--- src/core/lamp_pkg.sv ---
package lamp_pkg;
   localparam int unsigned CLK_HZ = 200_000_000;
   localparam int unsigned TICK_HZ = 1000;
   localparam int unsigned TICK_CYCLES = CLK_HZ / TICK_HZ;
   // times in milliseconds
   localparam int unsigned SLEEP_EMERG_MS = 2500;
   localparam int unsigned SLEEP_NORM_MS = 5000;
   localparam int unsigned BLINK_ON_MS = 125;
   localparam int unsigned EMERG_HALF_MS = 1000;
   localparam int unsigned MID_ON_MS = 1250;
   localparam int unsigned MID_OFF_MS = 250;
   localparam int unsigned LOW_ON_MS = 125;
   localparam int unsigned LOW_OFF_MS = 1000;
   localparam int unsigned COMMON_HALF_MS = 500;
   localparam int unsigned CONNECT_MS = 3000;
   localparam int unsigned CONNECT_STEP_MS = 250;
   localparam int unsigned CHARGE_HIGH_PCT = 80;
   localparam int unsigned CHARGE_LOW_PCT = 20;
   localparam int unsigned BARS_SOLID = 3;
   // lamp enable bit positions
   localparam int unsigned EN_ASLEEP_NORM = 0;
   localparam int unsigned EN_ASLEEP_EMERG = 1;
   localparam int unsigned EN_AWAKE_NORM = 2;
   localparam int unsigned EN_EMERG_SEQ = 3;
   localparam int unsigned EN_LINK = 4;
   localparam int unsigned EN_POS = 5;
   localparam int unsigned EN_BATTERY_CHARGE_LAMP = 6;
   localparam int unsigned EN_STATUS = 7;
   localparam int unsigned EN_WIRELESS = 8;
   localparam int unsigned EN_CONNECT = 9;
   localparam int unsigned EN_W = 10;
   localparam logic [9:0] EN_RESET = 10'h3FF;
   // lamp output bit positions
   localparam int unsigned L_POWER = 0;
   localparam int unsigned L_LINK = 1;
   localparam int unsigned L_POS = 2;
   localparam int unsigned L_BATTERY_CHARGE_LAMP = 3;
   localparam int unsigned L_STATUS = 4;
   localparam int unsigned L_WIRELESS = 5;
   localparam int unsigned LAMP_W = 6;
   // register map
   localparam logic [3:0] ADDR_ENABLE = 4'h0;
   localparam logic [3:0] ADDR_STATE = 4'h4;
   localparam logic [3:0] ADDR_LAMPS = 4'h8;
   // fix quality codes
   localparam logic [1:0] FIX_NONE = 2'h0;
   localparam logic [1:0] FIX_PARTIAL = 2'h1;
   localparam logic [1:0] FIX_VALID = 2'h2;
   // wireless state codes
   localparam logic [1:0] WL_OFF = 2'h0;
   localparam logic [1:0] WL_PAIRING = 2'h1;
   localparam logic [1:0] WL_PAIRED = 2'h2;
endpackage

--- src/core/status_led_indicator_controller.sv ---
`timescale 1ns/1ps
module status_led_indicator_controller (
   input wire logic clk_i,
   input wire logic rst_i,
   input wire logic [3:0] wb_adr_i,
   input wire logic [31:0] wb_dat_i,
   output logic [31:0] wb_dat_o,
   input wire logic [3:0] wb_sel_i,
   input wire logic wb_we_i,
   input wire logic wb_cyc_i,
   input wire logic wb_stb_i,
   output logic wb_ack_o,
   input wire logic awake_i,
   input wire logic powered_i,
   input wire logic tracking_mode_i,
   input wire logic emergency_i,
   input wire logic [2:0] signal_bars_i,
   input wire logic [1:0] fix_quality_i,
   input wire logic [6:0] charge_pct_i,
   input wire logic charging_i,
   input wire logic charge_done_i,
   input wire logic tx_success_i,
   input wire logic tx_fail_i,
   input wire logic [1:0] wireless_state_i,
   input wire logic usb_power_i,
   output logic power_lamp_o,
   output logic satellite_link_lamp_o,
   output logic position_lamp_o,
   output logic battery_charge_lamp_o,
   output logic status_lamp_o,
   output logic wireless_pairing_lamp_o
);
   localparam int unsigned TC = lamp_pkg::TICK_CYCLES;
   localparam logic [15:0] T_SLP_E = 16'(lamp_pkg::SLEEP_EMERG_MS);
   localparam logic [15:0] T_SLP_N = 16'(lamp_pkg::SLEEP_NORM_MS);
   localparam logic [15:0] T_ON = 16'(lamp_pkg::BLINK_ON_MS);
   localparam logic [15:0] T_EMG = 16'(lamp_pkg::EMERG_HALF_MS);
   localparam logic [15:0] T_MID_ON = 16'(lamp_pkg::MID_ON_MS);
   localparam logic [15:0] T_MID_OFF = 16'(lamp_pkg::MID_OFF_MS);
   localparam logic [15:0] T_LOW_ON = 16'(lamp_pkg::LOW_ON_MS);
   localparam logic [15:0] T_LOW_OFF = 16'(lamp_pkg::LOW_OFF_MS);
   localparam logic [15:0] T_COM = 16'(lamp_pkg::COMMON_HALF_MS);
   localparam logic [15:0] T_CONN = 16'(lamp_pkg::CONNECT_MS);
   localparam logic [15:0] T_STEP = 16'(lamp_pkg::CONNECT_STEP_MS);
   localparam logic [6:0] P_HI = 7'(lamp_pkg::CHARGE_HIGH_PCT);
   localparam logic [6:0] P_LO = 7'(lamp_pkg::CHARGE_LOW_PCT);
   localparam logic [2:0] B_SOLID = 3'(lamp_pkg::BARS_SOLID);

   typedef enum logic [1:0] {TX_NONE, TX_FAILED, TX_OK} tx_hist_t;

   // synchronised copies of the state inputs (from other logic/pins)
   logic [17:0] meta, sync;
   wire [17:0] raw = {usb_power_i, awake_i, powered_i, tracking_mode_i,
      emergency_i, charging_i, charge_done_i, tx_success_i, tx_fail_i,
      wireless_state_i, fix_quality_i, signal_bars_i, 2'h0};
   wire s_usb = sync[17];
   wire s_awake = sync[16];
   wire s_pwr = sync[15];
   wire s_track = sync[14];
   wire s_emerg = sync[13];
   wire s_chg = sync[12];
   wire s_done = sync[11];
   wire s_ok = sync[10];
   wire s_fail = sync[9];
   wire [1:0] s_wl = sync[8:7];
   wire [1:0] s_fix = sync[6:5];
   wire [2:0] s_bars = sync[4:2];
   logic [6:0] pct_meta, s_pct;

   logic [lamp_pkg::EN_W-1:0] enable;
   logic [$clog2(TC)-1:0] pre;
   wire tick = (pre == ($clog2(TC))'(TC - 1));

   // millisecond phase counters, free running except c_conn, which counts only during the connect sequence
   logic [15:0] c_sleep, c_emg, c_com, c_battery_charge_lamp, c_conn;
   logic track_q, usb_q, conn_act, battery_charge_lamp_ph;
   tx_hist_t tx_hist;
   logic [lamp_pkg::LAMP_W-1:0] lamps;

   // two flops per state bit; only the second stage is read downstream
   for (genvar b = 0; b < 18; b++) begin : g_sync
      always_ff @(posedge clk_i) begin
         meta[b] <= raw[b];
         sync[b] <= meta[b];
      end
   end

   // charge level is a slowly moving value from the gauge logic
   for (genvar b = 0; b < 7; b++) begin : g_sync_pct
      always_ff @(posedge clk_i) begin
         pct_meta[b] <= charge_pct_i[b];
         s_pct[b] <= pct_meta[b];
      end
   end

   // millisecond prescaler; every blink counter steps on its pulse
   always_ff @(posedge clk_i) begin
      if (rst_i || tick) begin
         pre <= '0;
      end else begin
         pre <= pre + 1'b1;
      end
   end

   // wishbone slave, one wait state: ack the cycle after stb
   wire wb_go = wb_cyc_i && wb_stb_i && !wb_ack_o;
   wire wr_en = wb_go && wb_we_i && (wb_adr_i == lamp_pkg::ADDR_ENABLE);
   wire rd_enable = wb_adr_i == lamp_pkg::ADDR_ENABLE;
   wire rd_state = wb_adr_i == lamp_pkg::ADDR_STATE;
   wire rd_lamps = wb_adr_i == lamp_pkg::ADDR_LAMPS;
   wire [31:0] state_word = {27'h0, conn_act, tx_hist, s_emerg, s_awake};
   // unmapped addresses read as zero
   wire [31:0] rd_data = rd_enable ? {22'h0, enable}
      : rd_state ? state_word
      : rd_lamps ? {26'h0, lamps}
      : 32'h0;
   always_ff @(posedge clk_i) begin
      if (rst_i) begin
         enable <= lamp_pkg::EN_RESET;
         wb_ack_o <= 1'b0;
         wb_dat_o <= '0;
      end else begin
         wb_ack_o <= wb_go;
         if (wr_en && wb_sel_i[0]) enable[7:0] <= wb_dat_i[7:0];
         if (wr_en && wb_sel_i[1]) enable[9:8] <= wb_dat_i[9:8];
         if (wb_go && !wb_we_i) begin
            wb_dat_o <= rd_data;
         end
      end
   end

   // blink counters wrap at their full period, the battery one at each on or off length
   wire sleep_emerg = s_emerg && s_track
      && enable[lamp_pkg::EN_ASLEEP_EMERG];
   wire [15:0] slp_per = sleep_emerg ? T_SLP_E : T_SLP_N;
   wire battery_charge_lamp_mid = (s_pct >= P_LO) || s_chg;
   wire [15:0] b_on = battery_charge_lamp_mid ? T_MID_ON : T_LOW_ON;
   wire [15:0] b_off = battery_charge_lamp_mid ? T_MID_OFF : T_LOW_OFF;
   wire [15:0] b_lim = battery_charge_lamp_ph ? b_on : b_off;

   // wrap one tick before the full count so each period is exact
   wire sleep_wrap = c_sleep >= slp_per - 16'h0001;
   wire emg_wrap = c_emg >= T_EMG + T_EMG - 16'h0001;
   wire com_wrap = c_com >= T_COM + T_COM - 16'h0001;
   wire battery_charge_lamp_wrap = c_battery_charge_lamp >= b_lim - 16'h0001;
   wire conn_end = c_conn >= T_CONN - 16'h0001;

   always_ff @(posedge clk_i) begin
      if (rst_i) begin
         c_sleep <= '0;
      end else if (tick) begin
         if (sleep_wrap) begin
            c_sleep <= '0;
         end else begin
            c_sleep <= c_sleep + 16'h0001;
         end
      end
   end

   always_ff @(posedge clk_i) begin
      if (rst_i) begin
         c_emg <= '0;
      end else if (tick) begin
         if (emg_wrap) begin
            c_emg <= '0;
         end else begin
            c_emg <= c_emg + 16'h0001;
         end
      end
   end

   always_ff @(posedge clk_i) begin
      if (rst_i) begin
         c_com <= '0;
      end else if (tick) begin
         if (com_wrap) begin
            c_com <= '0;
         end else begin
            c_com <= c_com + 16'h0001;
         end
      end
   end

   // battery pattern alternates between its on and off lengths
   always_ff @(posedge clk_i) begin
      if (rst_i) begin
         c_battery_charge_lamp <= '0;
         battery_charge_lamp_ph <= 1'b1;
      end else if (tick) begin
         if (battery_charge_lamp_wrap) begin
            c_battery_charge_lamp <= '0;
            battery_charge_lamp_ph <= !battery_charge_lamp_ph;
         end else begin
            c_battery_charge_lamp <= c_battery_charge_lamp + 16'h0001;
         end
      end
   end

   // transmit history; mode switch clears it
   always_ff @(posedge clk_i) begin
      if (rst_i) begin
         tx_hist <= TX_NONE;
         track_q <= 1'b0;
      end else begin
         track_q <= s_track;
         if (track_q != s_track) tx_hist <= TX_NONE;
         else if (s_ok) tx_hist <= TX_OK;
         else if (s_fail && tx_hist != TX_NONE) tx_hist <= TX_FAILED;
      end
   end

   // power-connect sequence, started only when USB power appears
   wire usb_rise = s_usb && !usb_q;
   always_ff @(posedge clk_i) begin
      if (rst_i) begin
         usb_q <= 1'b0;
         conn_act <= 1'b0;
         c_conn <= '0;
      end else begin
         usb_q <= s_usb;
         if (usb_rise && enable[lamp_pkg::EN_CONNECT]) begin
            conn_act <= 1'b1;
            c_conn <= '0;
         end else if (conn_act && tick) begin
            if (conn_end) begin
               conn_act <= 1'b0;
            end
            c_conn <= c_conn + 16'h0001;
         end
      end
   end

   wire sleep_on = c_sleep < T_ON;
   wire emg_on = c_emg < T_EMG;
   wire com_on = c_com < T_COM;
   wire [15:0] step = c_conn / T_STEP;
   wire [1:0] conn_idx = step[1:0];

   // asleep: normal pattern, or the emergency one when that is enabled and in tracking mode
   wire slp_allow = enable[lamp_pkg::EN_ASLEEP_NORM] || sleep_emerg;
   wire pw_asleep = slp_allow && sleep_on;
   wire pw_awake = enable[lamp_pkg::EN_AWAKE_NORM];
   wire pw_v = s_awake ? pw_awake : pw_asleep;
   wire lk_v = (s_bars >= B_SOLID) || (s_bars != 3'h0 && com_on);
   wire ps_v = (s_fix == lamp_pkg::FIX_VALID) ||
      (s_fix == lamp_pkg::FIX_PARTIAL && com_on);
   wire bt_full = !s_chg && (s_pct > P_HI || s_done);
   // charging only shows while switched on and awake
   wire bt_chg = s_pwr && s_awake && battery_charge_lamp_ph;
   wire bt_lvl = battery_charge_lamp_ph;
   wire bt_v = bt_full ? 1'b1 : (s_chg ? bt_chg : bt_lvl);
   wire st_v = (tx_hist == TX_OK) || (tx_hist == TX_FAILED && com_on);
   wire wl_v = (s_wl == lamp_pkg::WL_PAIRED) ||
      (s_wl == lamp_pkg::WL_PAIRING && com_on);

   wire emg_seq = s_emerg && s_awake && enable[lamp_pkg::EN_EMERG_SEQ];
   wire [lamp_pkg::LAMP_W-1:0] view_v = {wl_v, st_v, bt_v, ps_v, lk_v, pw_v};
   // power lamp is gated by its own pattern enables above
   wire [lamp_pkg::LAMP_W-1:0] lamp_en = {
      enable[lamp_pkg::EN_WIRELESS],
      enable[lamp_pkg::EN_STATUS],
      enable[lamp_pkg::EN_BATTERY_CHARGE_LAMP],
      enable[lamp_pkg::EN_POS],
      enable[lamp_pkg::EN_LINK],
      1'b1};
   logic [lamp_pkg::LAMP_W-1:0] normal;
   for (genvar i = 0; i < lamp_pkg::LAMP_W; i++) begin : g_gate
      assign normal[i] = view_v[i] && lamp_en[i];
   end
   wire [lamp_pkg::LAMP_W-1:0] rot = {1'b0,
      conn_idx == 2'h3, conn_idx == 2'h0, conn_idx == 2'h1,
      conn_idx == 2'h2, 1'b0};
   wire [lamp_pkg::LAMP_W-1:0] next_lamps = emg_seq ? {6{emg_on}}
      : (conn_act ? rot : normal);

   always_ff @(posedge clk_i) begin
      if (rst_i) begin
         lamps <= '0;
      end else begin
         lamps <= next_lamps;
      end
   end

   assign power_lamp_o = lamps[lamp_pkg::L_POWER];
   assign satellite_link_lamp_o = lamps[lamp_pkg::L_LINK];
   assign position_lamp_o = lamps[lamp_pkg::L_POS];
   assign battery_charge_lamp_o = lamps[lamp_pkg::L_BATTERY_CHARGE_LAMP];
   assign status_lamp_o = lamps[lamp_pkg::L_STATUS];
   assign wireless_pairing_lamp_o = lamps[lamp_pkg::L_WIRELESS];
endmodule
--- config.mk ---
export PLATFORM = sky130hd
export DESIGN_NAME = status_led_indicator_controller
export DESIGN_NICKNAME = d
export VERILOG_FILES = /design/src/core/lamp_pkg.sv /design/src/core/status_led_indicator_controller.sv
export SDC_FILE = /design/constraint.sdc
export NUM_CORES = 1
export LEC_CHECK = 0
export ABC_AREA = 1
export BUFFER_PORTS_ARGS = -buffer_cell sky130_fd_sc_hd__buf_2
export CORE_MARGIN = 3
export CORE_UTILIZATION = 30
export CTS_BUF_LIST = sky130_fd_sc_hd__clkbuf_16
export CTS_CLUSTER_SIZE = 12
export DETAILED_ROUTE_END_ITERATION = 10
export SLEW_MARGIN = 10
export SYNTH_ARGS = -nofsm -noshare
export SYNTH_HDL_FRONTEND = slang
export SYNTH_SLANG_ARGS = --single-unit
--- constraint.sdc ---
create_clock -name clk_i -period 4.9 [get_ports clk_i]
set_clock_uncertainty 0.1 [all_clocks]
set_input_delay 0.49 -clock clk_i [delete_from_list [all_inputs] [get_ports clk_i]]
set_output_delay 0.49 -clock clk_i [all_outputs]
set_load 0.02 [all_outputs]
==> results of run 1 <==
## power by group
part | switching (W) | internal [W] | total, W | leakage, nW
combinational | 0.0000855 | 0.0000373 | 0.000123 | 3.40
sequential | 0.0000163 | 0.00147 | 0.00149 | 1.45
clock | 0.000632 | 0.000674 | 0.00131 | 0.276
## final cells by class
cell class	count	area share, %
Tap cell	390	4.287
Clock inverter	15	1.253
Inverter	181	6.078
Clock buffer	17	3.737
Timing Repair Buffer	153	9.255
Multi-Input combinational cell	904	44.19
Sequential cell	177	31.20
## cells by family (layout without fill, tap and decap cells)
family | count (synthesis) | count (layout) | synth area share, %
other cells | 1 | 23 | 0.04129
xor+xnor | 15 | 15 | 1.447
compound gates | 181 | 181 | 11.27
flops | 177 | 177 | 39.02
buf+inv | 223 | 366 | 10.29
simple gates | 656 | 657 | 34.07
fa+ha+maj | 28 | 28 | 3.858
## sequential cells by signal (all words and copies together) (netlist names), 2 cells and up
name	cells
s_bars	3
tx_hist	2
s_fix	2
pct_meta	7
s_pct	7
c_conn	16
c_battery_charge_lamp	16
c_sleep	16
pre	18
enable	10
lamps	6
c_com	16
wb_dat_o	10
meta	16
s_wl	2
c_emg	16
## cell usage after synthesis (21+ instances only)
| cell | number |
|---|---|
| o21ai_0 | 59 |
| nand4_1 | 21 |
| buf_4 | 23 |
| nand3_1 | 95 |
| nor2_1 | 143 |
| nand2_1 | 268 |
| ha_1 | 28 |
| inv_1 | 158 |
| dfxtp_1 | 177 |
| a21oi_1 | 70 |
| nand2_2 | 23 |
| nor3_1 | 40 |
## per-stage QoR
step / cells / area [sq um]
2_1_floorplan: 1303 / 9164
3_3_place_gp: 1777 / 10190
3_5_place_dp: 1777 / 10190
4_1_cts: 1829 / 11050
5_1_grt: 1837 / 11380
6_report: 1837 / 11380
## final timing paths
check / start / endpoint / slack, ps / cells after the start
max: c_conn[9] / lamps[4] / -60 / 48
min: tracking_mode_i / meta[14] / 50 / 1
max reg2reg: c_conn[9] / lamps[4] / -60 / 48
min reg2reg: pct_meta[3] / s_pct[3] / 230 / 0
## worst reg2reg max path, delay by kind of cell (launching register included)
kind / cells / cell delay [ps]
buffers and inverters: 6 / 610
AO/OA/AOI/OAI: 3 / 340
flip-flops: 1 / 370
AND/OR/NAND/NOR: 39 / 3420
## routing by layer
metal / track usage [%] / vias to the layer above / share of wire, %
li1: - / 4438 / -
met1: 18.20 / 3866 / 48
met2: 21.61 / 147 / 46
met3: 2.550 / 30 / 4.0
met4: 4.177 / 0 / 1.8
met5: 0 / - / 0
## what timing repair did
item                                   4_1_cts  5_1_grt
setup endpoints to repair                    4        4
endpoints found under the hold margin        0        0
pin swaps                                   39       49
gates resized for setup                     41       71
cloned                                       1        0
setup buffers                               19        8
==> impl_metrics.json, run 1 <==
{
  "die_w_microns": 180.0,
  "finalPower_w": 0.002915,
  "drv_cap": 0,
  "utilization_pct": 38.31,
  "dieHeight_microns": 180.0,
  "post_synth_instance_area_sq_um": 9081,
  "holdWs_ps": 52.00,
  "post-place-ws_ps": -168.9,
  "rows": 63,
  "wirelength_microns": 22010,
  "drt_pre_antenna_iters": 5,
  "fin_setup_tns_ps": -128.3,
  "core_sq_um": 29720,
  "violations": "negative setup slack",
  "layout_commonest_cell": "nand2_1",
  "antenna_found_initial": 0,
  "cp-start-kind": "flop",
  "die_area_sq_um": 32390,
  "drcViolationCount": 0,
  "ys.flop_type": "dfxtp_1",
  "grt_setup_unrepaired": "yes",
  "overflow": 0,
  "max_freq_mhz": 201.8,
  "mostFrequentLayoutCells": "nand2_1 (233), dfxtp_1 (170), inv_1 (156), nor2_1 (136), nand3_1 (88)",
  "regArea_sq_um": 3552,
  "synth_edf_count": 0,
  "hold_buffers": 0,
  "clock_path_buffers": 2,
  "nFillCells": 3036,
  "clk_latency_ps": 430,
  "synth_seq_area_share_pct": 39.02,
  "setup_viol": 3,
  "arrival_ps": 5150,
  "cts_buffers": 17,
  "gp_congestion": 0.8235,
  "multi_input_area_sq_um": 5030,
  "grt_pass1_vias": 7824,
  "first_iter_violations": 516,
  "ys_types": 51,
  "clock-sinks": 177,
  "hold_viol_final": 0,
  "fin_ws_ps": -55.93,
  "syn_inst": 1281,
  "start_util_pct": 30.56,
  "crit_buf_inv": 6,
  "synth_area_leaders": "dfxtp_1 (39%), nand2_1 (11%), inv_1 (6.5%)",
  "synthArstFlopShare_pct": 0,
  "dp_hpwl_microns": 16510,
  "finalCritPeriodShare_pct": 101.1,
  "n_antenna_cell": 0,
  "viasPerCell": 4.617,
  "ios": 107,
  "cp.required_ps": 5100,
  "cp_max_fo": 8,
  "clk_pin_slew_ps": 70,
  "grt_max_degree": 25,
  "end_kind": "flop",
  "drive_above_1_share_pct": 23.15,
  "max_stage_delay_ps": 370,
  "nets": 1530,
  "postRouteAntennaNets": 0,
  "synth_warnings": 0,
  "area_growth_syn_to_layout_pct": 25.35,
  "fin_crit_ps": 4956,
  "power_leakage_nw": 5.123,
  "avgSynthCellArea_sq_um": 7.089,
  "synth-seq-cells": 177,
  "cts-root-buf": "clkbuf_16",
  "status": "complete, but fails checks",
  "cts_tree": "yes",
  "cpMostUsedCell": "nand2_2",
  "portBuffers": 60,
  "grt_pass1_wl_microns": 36830,
  "slew_violations": 0,
  "hp-class": "input port to flop",
  "yosys.area.top_type": "dfxtp_1",
  "detail_route.wl_per_cell_microns": 11.98,
  "slew_headroom_pct": 25.13,
  "irDropWorstVdd_uv": 230.4,
  "path_class": "flop to flop",
  "worst_slew_pin_slew_ps": 1119,
  "cp_slowest_cell": "dfxtp_2",
  "vias": 8481,
  "track_usage_pct": 13.41,
  "powerDensity_nw_per_um2": 256.1,
  "path_delay_family": "simple AND/OR/NAND/NOR gates",
  "synth_largest_type_area_fraction_pct": 39.02,
  "htree_levels": 4
}
(Power assumes the default switching activity.)
==> run 2, diff against run 1 <==
- BUFFER_PORTS_ARGS: -buffer_cell sky130_fd_sc_hd__buf_2 -> -buffer_cell sky130_fd_sc_hd__buf_4
- CORE_ASPECT_RATIO: not set -> 1.75
- RECOVER_POWER: not set -> 25
==> run 2 against run 1 <==
Against the previous run: the run still ends with negative setup slack left; routed wire length increased by 6.5%; register-to-register slack lost 80 ps; via count increased by 2.5%; clock power grew 3%; hold slack improved by 19 ps; worst setup slack worse by 83 ps; cell count increased by 0.22%; first-iteration DRC count shrank 25%; core utilization up 1.5 points; sequential cell count is the same; combinational power up 9.8%; non-clock buffer count grew 13; critical path type unchanged; largest cell class unchanged.
==> impl_metrics.json, run 2 (synthesized netlist as in run 1, its figures left out) <==
{
  "slew_headroom_pct": 46.47,
  "irDropWorstVdd_uv": 240.7,
  "largest_reg_flops": 18,
  "wirelength_microns": 23450,
  "cp_slowest_cell": "dfxtp_2",
  "gp_congestion": 0.8500,
  "first_iter_violations": 388,
  "dp_hpwl_microns": 17860,
  "clk_latency_ps": 430,
  "power_leakage_nw": 5.250,
  "setup_viol": 4,
  "track_usage_pct": 14.47,
  "end_kind": "flop",
  "violations": "negative setup slack",
  "cp_max_fo": 10,
  "slew_violations": 0,
  "ios": 107,
  "clk_pin_slew_ps": 80,
  "status": "complete, but fails checks",
  "nFillCells": 3071,
  "path_class": "flop to flop",
  "max_freq_mhz": 198.5,
  "cp.required_ps": 5100,
  "max_stage_delay_ps": 350,
  "drv_cap": 0,
  "drcViolationCount": 0,
  "rows": 83,
  "finalPower_w": 0.002967,
  "finalCritPeriodShare_pct": 102.8,
  "hold_viol_final": 0,
  "drive_above_1_share_pct": 25.57,
  "start_util_pct": 30.68,
  "worst_slew_pin_slew_ps": 800.1,
  "grt_setup_unrepaired": "yes",
  "powerDensity_nw_per_um2": 252.0,
  "htree_levels": 4,
  "cp-start-kind": "flop",
  "mostFrequentLayoutCells": "nand2_1 (225), dfxtp_1 (171), inv_1 (157), buf_4 (139), nor2_1 (130)",
  "regMostFlops": "pre",
  "clock_path_buffers": 2,
  "die_w_microns": 137.5,
  "grt_max_degree": 41,
  "grt_pass1_wl_microns": 38460,
  "hold_buffers": 0,
  "dpl-instance-area_sq_um": 10420,
  "stdcell_area_sq_um": 11770,
  "timing.rr.start": "c_conn[14]",
  "grt_pass1_vias": 8398,
  "fin_crit_ps": 5039,
  "portBuffers": 60,
  "area_growth_syn_to_layout_pct": 29.61,
  "arrival_ps": 5240,
  "postRouteAntennaNets": 0,
  "hp-class": "input port to flop",
  "cts_tree": "yes",
  "cts_buffers": 17,
  "clock-sinks": 177,
  "layout_commonest_cell": "nand2_1",
  "overflow": 0,
  "r2r_slack_ps": -140,
  "drt_pre_antenna_iters": 5,
  "n_antenna_cell": 0,
  "nets": 1542,
  "crit_path_start": "c_conn[14]",
  "vias": 8696,
  "cts-root-buf": "clkbuf_16",
  "detail_route.wl_per_cell_microns": 12.74,
  "viasPerCell": 4.724,
  "post-place-ws_ps": -202.8,
  "worstHoldStart": "powered_i",
  "dieHeight_microns": 236.2,
  "antenna_found_initial": 0,
  "fin_ws_ps": -139.1,
  "core_sq_um": 29600,
  "die_area_sq_um": 32480,
  "cpMostUsedCell": "nand2_4"
}
==> run 2: final timing paths <==
check / endpoint / cells past startpoint
min reg2reg: s_bars[2] / 0
min: meta[15] / 1
max: lamps[2] / 49
max reg2reg: lamps[2] / 49
==> run 2: where the power goes <==
part	internal, W	leakage, nW	switching, W	total (W)
registers	0.00147	1.45	0.0000157	0.00149
logic	0.0000494	3.51	0.0000860	0.000135
clock network	0.000686	0.287	0.000660	0.00135
==> run 2: layout make-up <==
cell class | count | area (sq um) | share of cell area [%]
clock buffers | 17 | 425.4 | 3.614
clock inverters | 15 | 163.9 | 1.393
inverters | 181 | 691.9 | 5.879
multi-input cells | 903 | 5190 | 44.09
flip-flops and latches | 177 | 3551 | 30.17
well taps | 382 | 478.0 | 4.061
repair buffers | 166 | 1270 | 10.79
==> run 2: per-stage QoR <==
| step | util (%) | instances | setup TNS, ps | hold slack (ps) |
|---|---|---|---|---|
| 3_3_place_gp | 35.21 | 1781 | -390.0 | 210.6 |
| 3_5_place_dp | 35.21 | 1781 | -651.7 | 212.1 |
| 6_report | 39.77 | 1841 | -367.3 | 71.23 |
| 4_1_cts | 38.67 | 1832 | -88.49 | 37.92 |
| 2_1_floorplan | - | 1303 | 0 | 209.6 |
| 5_1_grt | 39.77 | 1841 | -2044 | 52.36 |
==> run 2: timing repair <==
item / CTS / global route
gates cloned: 0 / 0
pin swaps: 50 / 51
hold endpoints to repair: 0 / 0
resized for setup: 76 / 71
buffers inserted: 19 / 9
endpoints found under the setup margin: 4 / 4
==> run 2: critical path, delay by kind of cell (launching register included) <==
| family | cells | cell delay, ps |
|---|---|---|
| compound gates | 2 | 190 |
| buf+inv | 3 | 140 |
| flops | 1 | 350 |
| simple gates | 44 | 4100 |
==> run 2: metal layers <==
layer / up-vias / track usage, % / wire (microns)
li1: 4448 / - / -
met1: 4078 / 15.02 / 8982
met2: 131 / 28.14 / 13320
met3: 39 / 2.582 / 621
met4: 0 / 4.903 / 522
met5: - / 0 / 0
